===== src/pkg/wdsc_consts.vh =====
// Purpose: constants for wdsc_top
// Assumes: included by bare name; byte address is four times the index
// Notes: indices are compared against address bits [15:2]
`ifndef WDSC_CONSTS_VH
`define WDSC_CONSTS_VH

// ----
// register indices, byte address 4 x index
// ----
`define WDSC_IDX_STATUS 14'h0003
`define WDSC_IDX_TMRCFG 14'h0081
`define WDSC_IDX_CFGWORD 14'h2007

// ----
// field positions
// ----
`define WDSC_TMRCFG_ASG 3
`define WDSC_TMRCFG_PS_MSB 2
`define WDSC_CFG_WDT_EN 2
`define WDSC_STATUS_TMO 4
`define WDSC_STATUS_PWD 3

// ----
// reset values
// ----
`define WDSC_TMRCFG_RST 8'h00
`define WDSC_CFGWORD_RST 8'h00
`define WDSC_FLAG_RST 1'h1

// ----
// bus answers
// ----
`define WDSC_RESP_OKAY 2'h0
`define WDSC_RESP_SLVERR 2'h2

// ----
// timing
// ----
`define WDSC_CLK_MHZ 100
`define WDSC_WDT_PERIOD_MS 18
`define WDSC_WDT_PERIOD_CYC (`WDSC_WDT_PERIOD_MS * 1000 * `WDSC_CLK_MHZ)

`endif


===== src/hw/wdsc_top.v =====
// Purpose: watchdog timer and power-down (sleep) control
// Assumes: core pulses are one cycle wide and synchronous to i_sys_clk
// Notes: registers reached over AXI4-Lite, 16-bit byte address
//
// Our own choice: the AXI4-Lite register port.
`timescale 1ns/1ps
`include "wdsc_consts.vh"

// Functional notes
// (RULE_01) watchdog time base never stops with core clock
// (RULE_02) time-out while running resets the device
// (RULE_03) time-out while asleep wakes the device
// (RULE_04) fuse bit 2 cleared disables watchdog
// (RULE_05) undivided time-out about 18 ms
// (RULE_06) software sets prescaler rate, up to 1:128
// (RULE_07) select bit one: prescaler divides watchdog
// (RULE_08) clear or sleep instruction zeroes watchdog counts
// (RULE_09) clear keeps prescaler assignment, zeroes count
// (RULE_10) any time-out clears timeout flag
// (RULE_11) sleep: clear watchdog, flags, stop oscillator
// (RULE_12) port drive states frozen during sleep
// (RULE_13) powerdown flag set at power-up, cleared by sleep
// (RULE_14) wake on reset pin, watchdog, enabled interrupt
// (RULE_15) only sleep-capable interrupt sources wake
// (RULE_16) next instruction prefetched while sleep executes
// (RULE_17) individual enable wakes regardless of global enable
// (RULE_18) wake then vector only if global enable set
// (RULE_19) pending enabled interrupt makes sleep a no-op
// (RULE_20) interrupt during sleep: finish effects, wake
module wdsc_top #(
    parameter N_INT = 8,
    parameter N_PIN = 8,
    parameter [N_INT-1:0] WAKE_MASK = 8'hff,
    parameter CNT_W = 21,
    parameter WDT_PERIOD_CYC = `WDSC_WDT_PERIOD_CYC
) (
    // clock and reset
    input wire i_sys_clk,
    input wire i_rst_n,
    // axi4-lite write address
    input wire [15:0] i_s_axi_awaddr,
    input wire i_s_axi_awvalid,
    output wire o_s_axi_awready,
    // axi4-lite write data
    input wire [31:0] i_s_axi_wdata,
    input wire [3:0] i_s_axi_wstrb,
    input wire i_s_axi_wvalid,
    output wire o_s_axi_wready,
    // axi4-lite write response
    output reg [1:0] o_s_axi_bresp,
    output reg o_s_axi_bvalid,
    input wire i_s_axi_bready,
    // axi4-lite read address
    input wire [15:0] i_s_axi_araddr,
    input wire i_s_axi_arvalid,
    output wire o_s_axi_arready,
    // axi4-lite read data
    output reg [31:0] o_s_axi_rdata,
    output reg [1:0] o_s_axi_rresp,
    output reg o_s_axi_rvalid,
    input wire i_s_axi_rready,
    // fuses
    input wire [7:0] i_config_word,
    // core instruction strobes
    input wire i_watchdog_clear_instruction,
    input wire i_sleep_instruction,
    // reset pin and interrupts
    input wire i_master_reset_pin_n,
    input wire [N_INT-1:0] i_int_flag,
    input wire [N_INT-1:0] i_int_enable,
    input wire i_global_interrupt_enable,
    // core control outputs
    output reg o_wdt_reset,
    output reg o_master_reset,
    output reg o_sleeping,
    output reg o_osc_run,
    output reg o_prefetch,
    output reg o_sleep_nop,
    output reg o_wake,
    output reg o_wake_vector,
    // prescaler routing
    output reg o_prescaler_to_timer,
    output reg [2:0] o_prescaler_rate_select,
    // port pins
    input wire [N_PIN-1:0] i_port_out,
    input wire [N_PIN-1:0] i_port_oe_n,
    output wire [N_PIN-1:0] o_pin_out,
    output wire [N_PIN-1:0] o_pin_oe_n
);

    // ----
    // states and derived counts
    // ----
    localparam ST_RUN = 1'b0; // core clock running
    localparam ST_SLEEP = 1'b1; // oscillator driver off
    localparam [31:0] PER_M1 = WDT_PERIOD_CYC - 1; // last base count

    // ----
    // storage
    // ----
    reg state; // power state
    reg [7:0] timer_config_register; // software rate and assignment
    reg [7:0] device_configuration_word; // fuse copy
    reg cfg_loaded; // fuse copy taken
    reg timeout_status_flag; // active low
    reg powerdown_status_flag; // active low
    reg [CNT_W-1:0] base_cnt; // watchdog time base
    reg [6:0] post_cnt; // prescaler count
    reg aw_full; // write address held
    reg w_full; // write data held
    reg [13:0] aw_idx; // held write index
    reg [7:0] w_byte; // held low data byte
    reg w_lane0; // low byte strobe held
    reg [N_PIN-1:0] hold_out; // frozen pin levels
    reg [N_PIN-1:0] hold_oe_n; // frozen pin enables

    // ----
    // decoded controls
    // ----
    wire watchdog_enable_fuse;
    wire prescaler_assign_select;
    wire [2:0] prescaler_rate_select;
    wire [6:0] post_max;
    wire int_pending;
    wire irq_wake;
    wire sleep_go;
    wire wdt_clr;
    wire base_done;
    wire timeout;

    // fuse disables the counter outright
    assign watchdog_enable_fuse = device_configuration_word[`WDSC_CFG_WDT_EN]; // RULE_04
    assign prescaler_assign_select = timer_config_register[`WDSC_TMRCFG_ASG];
    assign prescaler_rate_select = timer_config_register[`WDSC_TMRCFG_PS_MSB:0]; // RULE_06
    // ratio 1:2^rate, last count 2^rate - 1
    assign post_max = 7'h7f >> (3'h7 - prescaler_rate_select); // RULE_06

    // any enabled flag, global enable ignored
    assign int_pending = |(i_int_flag & i_int_enable); // RULE_17
    // only sources that run without phase clocks may wake
    assign irq_wake = |(i_int_flag & i_int_enable & WAKE_MASK); // RULE_15

    // sleep only when nothing enabled is pending
    assign sleep_go = i_sleep_instruction && (state == ST_RUN) && !int_pending; // RULE_19

    // clear sources of the counter chain
    assign wdt_clr = i_watchdog_clear_instruction || sleep_go || !watchdog_enable_fuse ||
                     !i_master_reset_pin_n; // RULE_08

    // base counter wraps every nominal period
    assign base_done = !wdt_clr && (base_cnt == PER_M1[CNT_W-1:0]); // RULE_05

    // undivided unless the prescaler belongs to the watchdog
    assign timeout = base_done && (!prescaler_assign_select || post_cnt == post_max); // RULE_07

    // ----
    // fuse capture
    // ----
    // fuses sampled once, after reset release
    always @(posedge i_sys_clk or negedge i_rst_n) begin
        if (!i_rst_n) begin
            device_configuration_word <= `WDSC_CFGWORD_RST;
            cfg_loaded <= 1'b0;
        end else if (!cfg_loaded) begin
            device_configuration_word <= i_config_word;
            cfg_loaded <= 1'b1;
        end
    end

    // ----
    // watchdog counter chain
    // ----
    // counts on every edge in any power state,
    // standing in for the separate rc time base
    always @(posedge i_sys_clk or negedge i_rst_n) begin
        if (!i_rst_n) begin
            base_cnt <= {CNT_W{1'b0}};
        end else if (wdt_clr) begin
            base_cnt <= {CNT_W{1'b0}}; // RULE_08
        end else if (base_done) begin
            base_cnt <= {CNT_W{1'b0}};
        end else begin
            base_cnt <= base_cnt + 1'b1; // RULE_01
        end
    end

    // prescaler count; clearing never touches the assignment bit
    always @(posedge i_sys_clk or negedge i_rst_n) begin
        if (!i_rst_n) begin
            post_cnt <= 7'h00;
        end else if (wdt_clr || !prescaler_assign_select) begin
            post_cnt <= 7'h00; // RULE_09
        end else if (base_done) begin
            // wrap at the selected ratio
            if (post_cnt == post_max) begin
                post_cnt <= 7'h00;
            end else begin
                post_cnt <= post_cnt + 7'h01;
            end
        end
    end

    // ----
    // power state machine and flags
    // ----
    // one process owns state, flags and core strobes
    always @(posedge i_sys_clk or negedge i_rst_n) begin
        if (!i_rst_n) begin
            state <= ST_RUN;
            timeout_status_flag <= `WDSC_FLAG_RST;
            powerdown_status_flag <= `WDSC_FLAG_RST; // RULE_13
            o_wdt_reset <= 1'b0;
            o_master_reset <= 1'b0;
            o_sleeping <= 1'b0;
            o_osc_run <= 1'b1;
            o_prefetch <= 1'b0;
            o_sleep_nop <= 1'b0;
            o_wake <= 1'b0;
            o_wake_vector <= 1'b0;
        end else begin
            // strobes default low
            o_wdt_reset <= 1'b0;
            o_prefetch <= 1'b0;
            o_sleep_nop <= 1'b0;
            o_wake <= 1'b0;
            o_master_reset <= !i_master_reset_pin_n;
            // any time-out marks the flag, running or asleep
            if (timeout) begin
                timeout_status_flag <= 1'b0; // RULE_10
            end
            case (state)
                ST_RUN: begin
                    if (!i_master_reset_pin_n) begin
                        // reset pin holds the core, no sleep entry
                        state <= ST_RUN;
                    end else if (timeout) begin
                        o_wdt_reset <= 1'b1; // RULE_02
                    end else if (sleep_go) begin
                        // full side effects before any wake
                        state <= ST_SLEEP; // RULE_20
                        timeout_status_flag <= 1'b1; // RULE_11
                        powerdown_status_flag <= 1'b0; // RULE_11
                        o_sleeping <= 1'b1;
                        o_osc_run <= 1'b0; // RULE_11
                        o_prefetch <= 1'b1; // RULE_16
                    end else if (i_sleep_instruction) begin
                        // pending interrupt: no flag or counter change
                        o_sleep_nop <= 1'b1; // RULE_19
                        o_prefetch <= 1'b1; // RULE_16
                    end
                end
                ST_SLEEP: begin
                    if (!i_master_reset_pin_n) begin
                        // reset pin ends sleep by resetting the device
                        state <= ST_RUN; // RULE_14
                        o_sleeping <= 1'b0;
                        o_osc_run <= 1'b1;
                    end else if (timeout || irq_wake) begin
                        // continuation, not a reset
                        state <= ST_RUN; // RULE_03
                        o_sleeping <= 1'b0;
                        o_osc_run <= 1'b1;
                        o_wake <= 1'b1; // RULE_14
                        // vector after the prefetched instruction
                        o_wake_vector <= irq_wake && i_global_interrupt_enable; // RULE_18
                    end
                end
                default: begin
                    state <= ST_RUN;
                end
            endcase
        end
    end

    // ----
    // pin hold per bit
    // ----
    genvar gi;
    generate
        for (gi = 0; gi < N_PIN; gi = gi + 1) begin : g_pin
            // follow core while running, freeze asleep
            always @(posedge i_sys_clk or negedge i_rst_n) begin
                if (!i_rst_n) begin
                    hold_out[gi] <= 1'b0;
                    hold_oe_n[gi] <= 1'b1;
                end else if (state == ST_RUN && !sleep_go) begin
                    hold_out[gi] <= i_port_out[gi];
                    hold_oe_n[gi] <= i_port_oe_n[gi];
                end
            end
            // frozen copy drives the pin, high-z stays high-z
            assign o_pin_out[gi] = hold_out[gi]; // RULE_12
            assign o_pin_oe_n[gi] = hold_oe_n[gi]; // RULE_12
        end
    endgenerate

    // ----
    // prescaler routing outputs
    // ----
    // other timer owns the prescaler when select is zero
    always @(posedge i_sys_clk or negedge i_rst_n) begin
        if (!i_rst_n) begin
            o_prescaler_to_timer <= 1'b1;
            o_prescaler_rate_select <= 3'h0;
        end else begin
            o_prescaler_to_timer <= !prescaler_assign_select; // RULE_07
            o_prescaler_rate_select <= prescaler_rate_select;
        end
    end

    // ----
    // axi4-lite write path
    // ----
    // address and data taken apart, one slot each;
    // answer waits for both: one write per two edges
    assign o_s_axi_awready = !aw_full;
    assign o_s_axi_wready = !w_full;

    always @(posedge i_sys_clk or negedge i_rst_n) begin
        if (!i_rst_n) begin
            aw_full <= 1'b0;
            w_full <= 1'b0;
            aw_idx <= 14'h0000;
            w_byte <= 8'h00;
            w_lane0 <= 1'b0;
            o_s_axi_bvalid <= 1'b0;
            o_s_axi_bresp <= `WDSC_RESP_OKAY;
            timer_config_register <= `WDSC_TMRCFG_RST;
        end else begin
            // capture address
            if (i_s_axi_awvalid && !aw_full) begin
                aw_full <= 1'b1;
                aw_idx <= i_s_axi_awaddr[15:2];
            end
            // capture data
            if (i_s_axi_wvalid && !w_full) begin
                w_full <= 1'b1;
                w_byte <= i_s_axi_wdata[7:0];
                w_lane0 <= i_s_axi_wstrb[0];
            end
            // commit once both are held and no answer is open
            if (aw_full && w_full && !o_s_axi_bvalid) begin
                o_s_axi_bvalid <= 1'b1;
                aw_full <= 1'b0;
                w_full <= 1'b0;
                if (aw_idx == `WDSC_IDX_TMRCFG) begin
                    o_s_axi_bresp <= `WDSC_RESP_OKAY;
                    if (w_lane0) begin
                        timer_config_register <= w_byte; // RULE_06
                    end
                end else begin
                    // read-only or unmapped
                    o_s_axi_bresp <= `WDSC_RESP_SLVERR;
                end
            end else if (o_s_axi_bvalid && i_s_axi_bready) begin
                o_s_axi_bvalid <= 1'b0;
            end
        end
    end

    // ----
    // axi4-lite read path
    // ----
    // one read at a time; next address once data is taken
    assign o_s_axi_arready = !o_s_axi_rvalid;

    always @(posedge i_sys_clk or negedge i_rst_n) begin
        if (!i_rst_n) begin
            o_s_axi_rvalid <= 1'b0;
            o_s_axi_rdata <= 32'h00000000;
            o_s_axi_rresp <= `WDSC_RESP_OKAY;
        end else if (i_s_axi_arvalid && !o_s_axi_rvalid) begin
            o_s_axi_rvalid <= 1'b1;
            o_s_axi_rresp <= `WDSC_RESP_OKAY;
            case (i_s_axi_araddr[15:2])
                `WDSC_IDX_STATUS: begin
                    // status shows both active-low flags
                    o_s_axi_rdata <= {27'h0000000, timeout_status_flag, powerdown_status_flag,
                                      3'h0};
                end
                `WDSC_IDX_TMRCFG: begin
                    o_s_axi_rdata <= {24'h000000, timer_config_register};
                end
                `WDSC_IDX_CFGWORD: begin
                    o_s_axi_rdata <= {24'h000000, device_configuration_word};
                end
                default: begin
                    // unmapped reads zero with an error
                    o_s_axi_rdata <= 32'h00000000;
                    o_s_axi_rresp <= `WDSC_RESP_SLVERR;
                end
            endcase
        end else if (o_s_axi_rvalid && i_s_axi_rready) begin
            o_s_axi_rvalid <= 1'b0;
        end
    end

endmodule


===== config.mk =====
export PLATFORM = sky130hd
export DESIGN_NAME = wdsc_top
export DESIGN_NICKNAME = d
export VERILOG_FILES = /design/src/hw/wdsc_top.v
export VERILOG_INCLUDE_DIRS = /design/src /design/src/pkg
export SDC_FILE = /design/constraint.sdc
export NUM_CORES = 1
export LEC_CHECK = 0
export BUFFER_PORTS_ARGS = -buffer_cell sky130_fd_sc_hd__buf_2
export CELL_PAD_IN_SITES_DETAIL_PLACEMENT = 0
export CELL_PAD_IN_SITES_GLOBAL_PLACEMENT = 2
export CORE_UTILIZATION = 30
export DETAILED_ROUTE_END_ITERATION = 8
export HOLD_SLACK_MARGIN = 0.02
export PLACE_DENSITY_LB_ADDON = 0.08
export SYNTH_ARGS = -nofsm -noshare
export SYNTH_HDL_FRONTEND = slang
export SYNTH_SLANG_ARGS = --single-unit

===== constraint.sdc =====
create_clock -name i_sys_clk -period 2.3 [get_ports i_sys_clk]
set_clock_uncertainty 0.2 [all_clocks]
set_input_delay 0.46 -clock i_sys_clk [delete_from_list [all_inputs] [get_ports i_sys_clk]]
set_output_delay 0.46 -clock i_sys_clk [all_outputs]
set_load 0.005 [all_outputs]

Word level (Yosys, flattened, before mapping)
Index checks and enable logic that the tools add are counted.

Reductions and logical operators: 40. Muxes and demuxes: 54. Shifts and indexed selects: 1. $add $sub $neg: 3. Equal/unequal tests: 10. Bitwise operators: 3.

Operators by type and width (count): $mux W1 (43); $mux W21 (2); $eq A14 B8 Y1 const B (2); $pmux W8 S3 (1); $add A21 B1 Y21 const B (1); $eq A21 B21 Y1 const B (1); $mux W7 (3); $eq A14 B14 Y1 const B (1); $eq A14 B2 Y1 const B (1); $logic_and A1 B1 Y1 (13); $logic_not A1 Y1 (10); $reduce_bool A2 Y1 (5); $and A8 B8 Y8 (1); $reduce_and A4 Y1 (2); $reduce_or A8 Y1 (1); $add A7 B1 Y7 const B (1); $eq A7 B7 Y1 (1); $shr A7 B3 Y7 const A (1); $logic_or A1 B1 Y1 (6); $ne A2 B2 Y1 const B (3); $pmux W1 S2 (3); $reduce_and A3 Y1 (2); $mux W2 (2); $ne A3 B2 Y1 const B (1); other kinds (3) (4).

Flip-flop bits (word level): 139. Output and inout bits: 69. Logic and storage cells: 155. Input port bits: 119.

Logic depth before layout (Yosys ltp)
Depth in word-level cells: 15. Gate-level depth with buffers: 8. Depth with buffers taken out: 7.

Least setup slack after synthesis
No wires, ideal clock.

Path type: input to register. From: input i_int_flag[3]. To: register hold_out[0] (netlist: o_pin_out[0]). Path buffers: 2. Arrival time: 1.764 ns. Stages: 6. Data required time: 1.975 ns. Library setup time: 0.125 ns. Setup slack: 0.211 ns. Cells stage by stage: a22oi_1 -> and4_1 -> buf_2 -> a21oi_2 -> buf_2 -> mux2_2.

Longest elaborated chain between the ends: 6.

RTL lines: from (decl) (line wdsc_top.v:69) `input wire [N_INT-1:0] i_int_flag,`; $and A8 B8 Y8 (line wdsc_top.v:139) `assign int_pending = |(i_int_flag & i_int_enable);`; $reduce_or A8 Y1 (line wdsc_top.v:139); $logic_not A1 Y1 (line wdsc_top.v:144) `assign sleep_go = i_sleep_instruction && (state == ST_RUN) && !int_pending;`; $logic_and A1 B1 Y1 (line wdsc_top.v:144); $logic_not A1 Y1 (line wdsc_top.v:286) `end else if (state == ST_RUN && !sleep_go) begin`; $logic_and A1 B1 Y1 (line wdsc_top.v:286); to (signal, indexed assignment) (line wdsc_top.v:287) `hold_out[gi] <= i_port_out[gi];`; to (decl) (line wdsc_top.v:114) `reg [N_PIN-1:0] hold_out;`.

Every way passes these cells. A chain may end at the register's enable or synchronous reset.

Worst setup path in the final report
From: register base_cnt[0]. To: register post_cnt[3].

Longest elaborated chain between the ends: 3.

RTL lines: from (decl) (line wdsc_top.v:107) `reg [CNT_W-1:0] base_cnt;`; from (signal assigned) (line wdsc_top.v:177) `base_cnt <= {CNT_W{1'b0}};`; from (signal assigned) (line wdsc_top.v:179) `base_cnt <= {CNT_W{1'b0}};`; from (signal assigned) (line wdsc_top.v:181) `base_cnt <= {CNT_W{1'b0}};`; $eq A21 B21 Y1 (line wdsc_top.v:151) `assign base_done = !wdt_clr && (base_cnt == PER_M1[CNT_W-1:0]);`; $logic_and A1 B1 Y1 (line wdsc_top.v:151); $reduce_bool A2 Y1 (no source line); to (signal assigned) (line wdsc_top.v:198) `post_cnt <= post_cnt + 7'h01;`; to (decl) (line wdsc_top.v:108) `reg [6:0] post_cnt;`.

Every way passes these cells.

==> out/summary.md <==
The average routed wire per standard cell is 13.9 um. A synthesized cell averages 11.5 um2. The most prevalent standard cell on the critical path was nor2_1. Power density over cell area: 883 nW/um2. The min-delay analysis places its worst path in the category in2reg.

For this run, design rule violations remaining after detail routing come to 0. The final-report max-slew violation count came out at 0. Mux share of post-synthesis cell area: 12.2%. The endpoint identified for the worst register-to-register timing path is post_cnt[3]. For this run, the detailed router's first-pass iteration total came to 6. In this run the tightest slew margin relative to its limit is 34.3%.

The maximum level of the CTS H-tree came out at 4. The run gives 114 as the largest net degree at the start of global routing. Dominant combinational cell family by area after synthesis: simple AND/OR/NAND/NOR gates. Height of the die: 132 um. The kind of cell with the highest combined delay on the critical path is flip-flops. The signal on the critical path passes through ha_1 > nand2_1 > nor2_1 > nand4_1 > buf_4 > a311oi_1 > xnor2_1 > nor2_1. Clock latency on the worst-skew pair, taken at its later pin, is 0.42 ns. The critical path buffer and inverter count was 1; the via count of the first global-routing pass was 3,824. The top cell type's share of synthesized area works out to 49.9%. TritonCTS built the clock tree. Summed over all layers, the global routing overflow is 0.

The routed wire length was 11,600 um; the transition time at the pin with the least slew margin was 0.986 ns. The worst setup path is launched from a flop. The worst setup path is captured at a flop. Max-cap violations in this run came to 0.

STA puts the critical path data arrival time at 2.20 ns. The clock drives 113 sinks. Summing over every cut layer, the via total after detailed routing is 3,677. The run gives 0 as the final hold violation count. The startpoint identified for the worst register-to-register timing path is base_cnt[0].

Counting instances, the worst hold path has a depth of 2. The detail route stage leaves a number of antenna-violating nets equal to 0. Of the total synthesized cell area, the portion taken by AND, OR, NAND and NOR gates is 12.9%.

The HPWL after detailed placement is 8390 um, and the instance area after placement is 6020 um2. The worst hold path terminates at aw_full. The final layout contains 719 nets. Maximum clock path buffer count: 2. Summing all non-filler instances in the final layout gives an area of 6660 um2. The logs give 56.1% for the sequential area share after synthesis and 0.0556 ns for the final hold slack.

The number of setup buffers added after CTS is 0. Dominant synthesized flop cell: dfrtp_1. The floorplan has 47 rows.

The setup-violating endpoint count in the final report came out at 0. Static timing analysis puts the maximum clock frequency at 475 MHz. The number of antenna diodes was 0; the fraction of layout instances using a drive strength above 1 was 42.7%.

The die covers 17,400 um2. The register-to-register setup slack was 0.20 ns; the layout-stage area growth over the synthesis result was 31.4%. In this run the standard cell core region covers 16,500 um2.

For this run, the slowest stage of the critical path takes 0.41 ns. The synthesized instance count is 440, and the area fraction in compound gates after synthesis is 7.26%. The congestion estimate from routability-driven global placement came to 0.681. The number of synthesis warnings came out at 0. The tools report the total CTS buffers as 17. Once the floorplan was initialized, standard cells occupied 30.7% of the core. Root buffer selected by CTS: clkbuf_16. Ranked by total cell area, the synthesized netlist is headed by dfrtp_1, mux2_2, dfstp_2, buf_4, nor2_1. The run finished with clean final reports.

The first global-routing pass estimated 19,300 um of wire. The type of the setup path with the least slack is reg2reg. In this run the tool buffered the top-level ports with 130 buffer cells. The number of different library cells used by synthesis comes to 45. In this run the most critical hold path is launched from i_s_axi_awvalid. The worst-case IR drop observed on VDD is 534 uV. The final critical-path share of the clock period works out to 91.5%. For this run, asynchronously set or reset flops after synthesis account for 100%. The CTS clock-pin slew for the worst setup and hold paths is 0.06 ns.

In this run the worst path has a maximum fanout of 12. Setup slack closes at 0.196 ns. The run gives 40.3% as the post-route core utilization.

The run gives 3.07 nW as the static leakage power. The number of antenna violations at the first check in global routing is 1, and the worst path required time is 2.40 ns. The post-synth design cell area is 5070 um2, and the I/O pin total is 188. The fraction of the mapped netlist area in adder cells was 0.494%. For this run, the total global-route usage over all layers was measured as 14.4%.

OpenSTA, run right after detailed placement, puts the worst setup slack at -0.182 ns. In this run, the number of DRC markers left after iteration 0 of detailed routing was 130. The number of vias per cell after detailed routing works out to 4.42. The overall die width works out to 132 um.

The time the worst path needs with I/O delays and setup came out at 2.10 ns. The number of synthesized flops with an enable pin works out to 0. Setup repair after global routing left no endpoint under its margin. The slowest stage of the critical path is the dfrtp_1 cell. The largest area contributor in the netlist was dfrtp_1. For the worst flop-to-flop path, the logic depth is 8. The fraction of synthesized cell area in xor and xnor cells is 4.49%, and the flip-flop and latch count after synthesis is 113.
## placed cells by master (no fill, tap or decap), drive strengths merged, types with 3 or more instances in the layout
cell,n
a21oi,17
a22oi,10
and3,7
buf,153
clkbuf,18
clkinv,6
conb,27
dfrtp,101
dfstp,12
dlygate4sd3,3
inv,18
mux2,55
nand2,25
nand3,17
nand4,5
nor2,44
nor2b,5
nor3,9
nor4,8
o21a,3
o21ai,5
xnor2,14
xor2,12
## worst register-to-register path: stages (launching register included)
cell and delay, ns:
dfrtp_1 0.41, ha_1 0.25, nand2_1 0.09, nor2_1 0.13
nand4_1 0.14, buf_4 0.21, a311oi_1 0.33, xnor2_1 0.16
nor2_1 0.05
## kinds of logic (layout without fill, tap and decap cells)
logic type               after synthesis  count (layout)
AO/OA/AOI/OAI                         52              52
XOR/XNOR                              26              26
adder cells (fa/ha/maj)                2               2
buffers and inverters                 56             202
flip-flops                           113             113
multiplexers                          55              55
other                                  2              27
AND/OR/NAND/NOR                      134             134
## cells in the mapped netlist (all sizes together), types with 3 or more instances
| cell type | count |
|---|---|
| a22oi | 10 |
| nand3 | 17 |
| nor2b | 5 |
| nor4 | 8 |
| xor2 | 12 |
| o21ai | 5 |
| a21oi | 17 |
| nor2 | 44 |
| dfstp | 12 |
| inv | 14 |
| nor3 | 9 |
| xnor2 | 14 |
| nand4 | 5 |
| and3 | 7 |
| o21a | 3 |
| nand2 | 25 |
| clkbuf | 9 |
| dfrtp | 101 |
| buf | 33 |
| mux2 | 55 |
## cell type report
class                   instances  area, um2
clock buffers                  18        439
flip-flops and latches        113       2850
fillers                      1668       9870
clock inverters                14        155
multi-input cells             296       2010
repair buffers                156        881
well taps                     220        275
inverters                      14       52.6
## worst max path at each step
stage	depth (start not counted)	slack, ns	start	to
6_report	8	0.20	base_cnt[0]	post_cnt[3]
5_1_grt	6	0.01	timer_config_register[1]	o_sleeping
2_1_floorplan	6	0.21	i_int_flag[3]	o_pin_out[0]
4_1_cts	6	0.01	timer_config_register[1]	o_sleeping
3_5_place_dp	5	-0.18	i_int_flag[3]	o_pin_out[5]
3_3_place_gp	5	-0.15	i_int_enable[3]	o_pin_out[1]
## registers in the layout (all words and copies together), names as in the netlist, 3 cells and up
signal / cells
aw_idx: 14
base_cnt: 21
device_configuration_word: 8
o_pin_oe_n: 8
o_pin_out: 8
o_prescaler_rate_select: 3
o_s_axi_rdata: 8
post_cnt: 7
timer_config_register: 8
w_byte: 8
## layer usage
layer	up-vias	GRT usage, %	wire length [um]
met1	1767	17.6	5160
met2	91	22.6	5510
li1	1804	-	-
met4	2	5.43	139
met3	13	6.23	762
met5	-	0	13
## through the flow
stage | cells | power (mW) | TNS (ns)
floorplan | 465 | 2.99 | 0
global placement | 796 | 3.29 | -2.18
detailed placement | 796 | 3.32 | -2.38
CTS | 831 | 5.98 | 0
global route | 831 | 6.19 | 0
finish | 831 | 5.88 | 0
## power breakdown
part	leakage, nW	internal, mW	switching (mW)
clock network	0.288	1.63	0.971
registers	1.40	2.33	0.180
logic	1.39	0.439	0.328
## timing repair
action | in CTS | in global routing
hold endpoints to repair | 103 | 0
gates resized for setup | 0 | 6
hold buffers | 3 | 0
endpoints found under the setup margin | 0 | 14
Note: power is estimated with default switching activity, not from simulation.
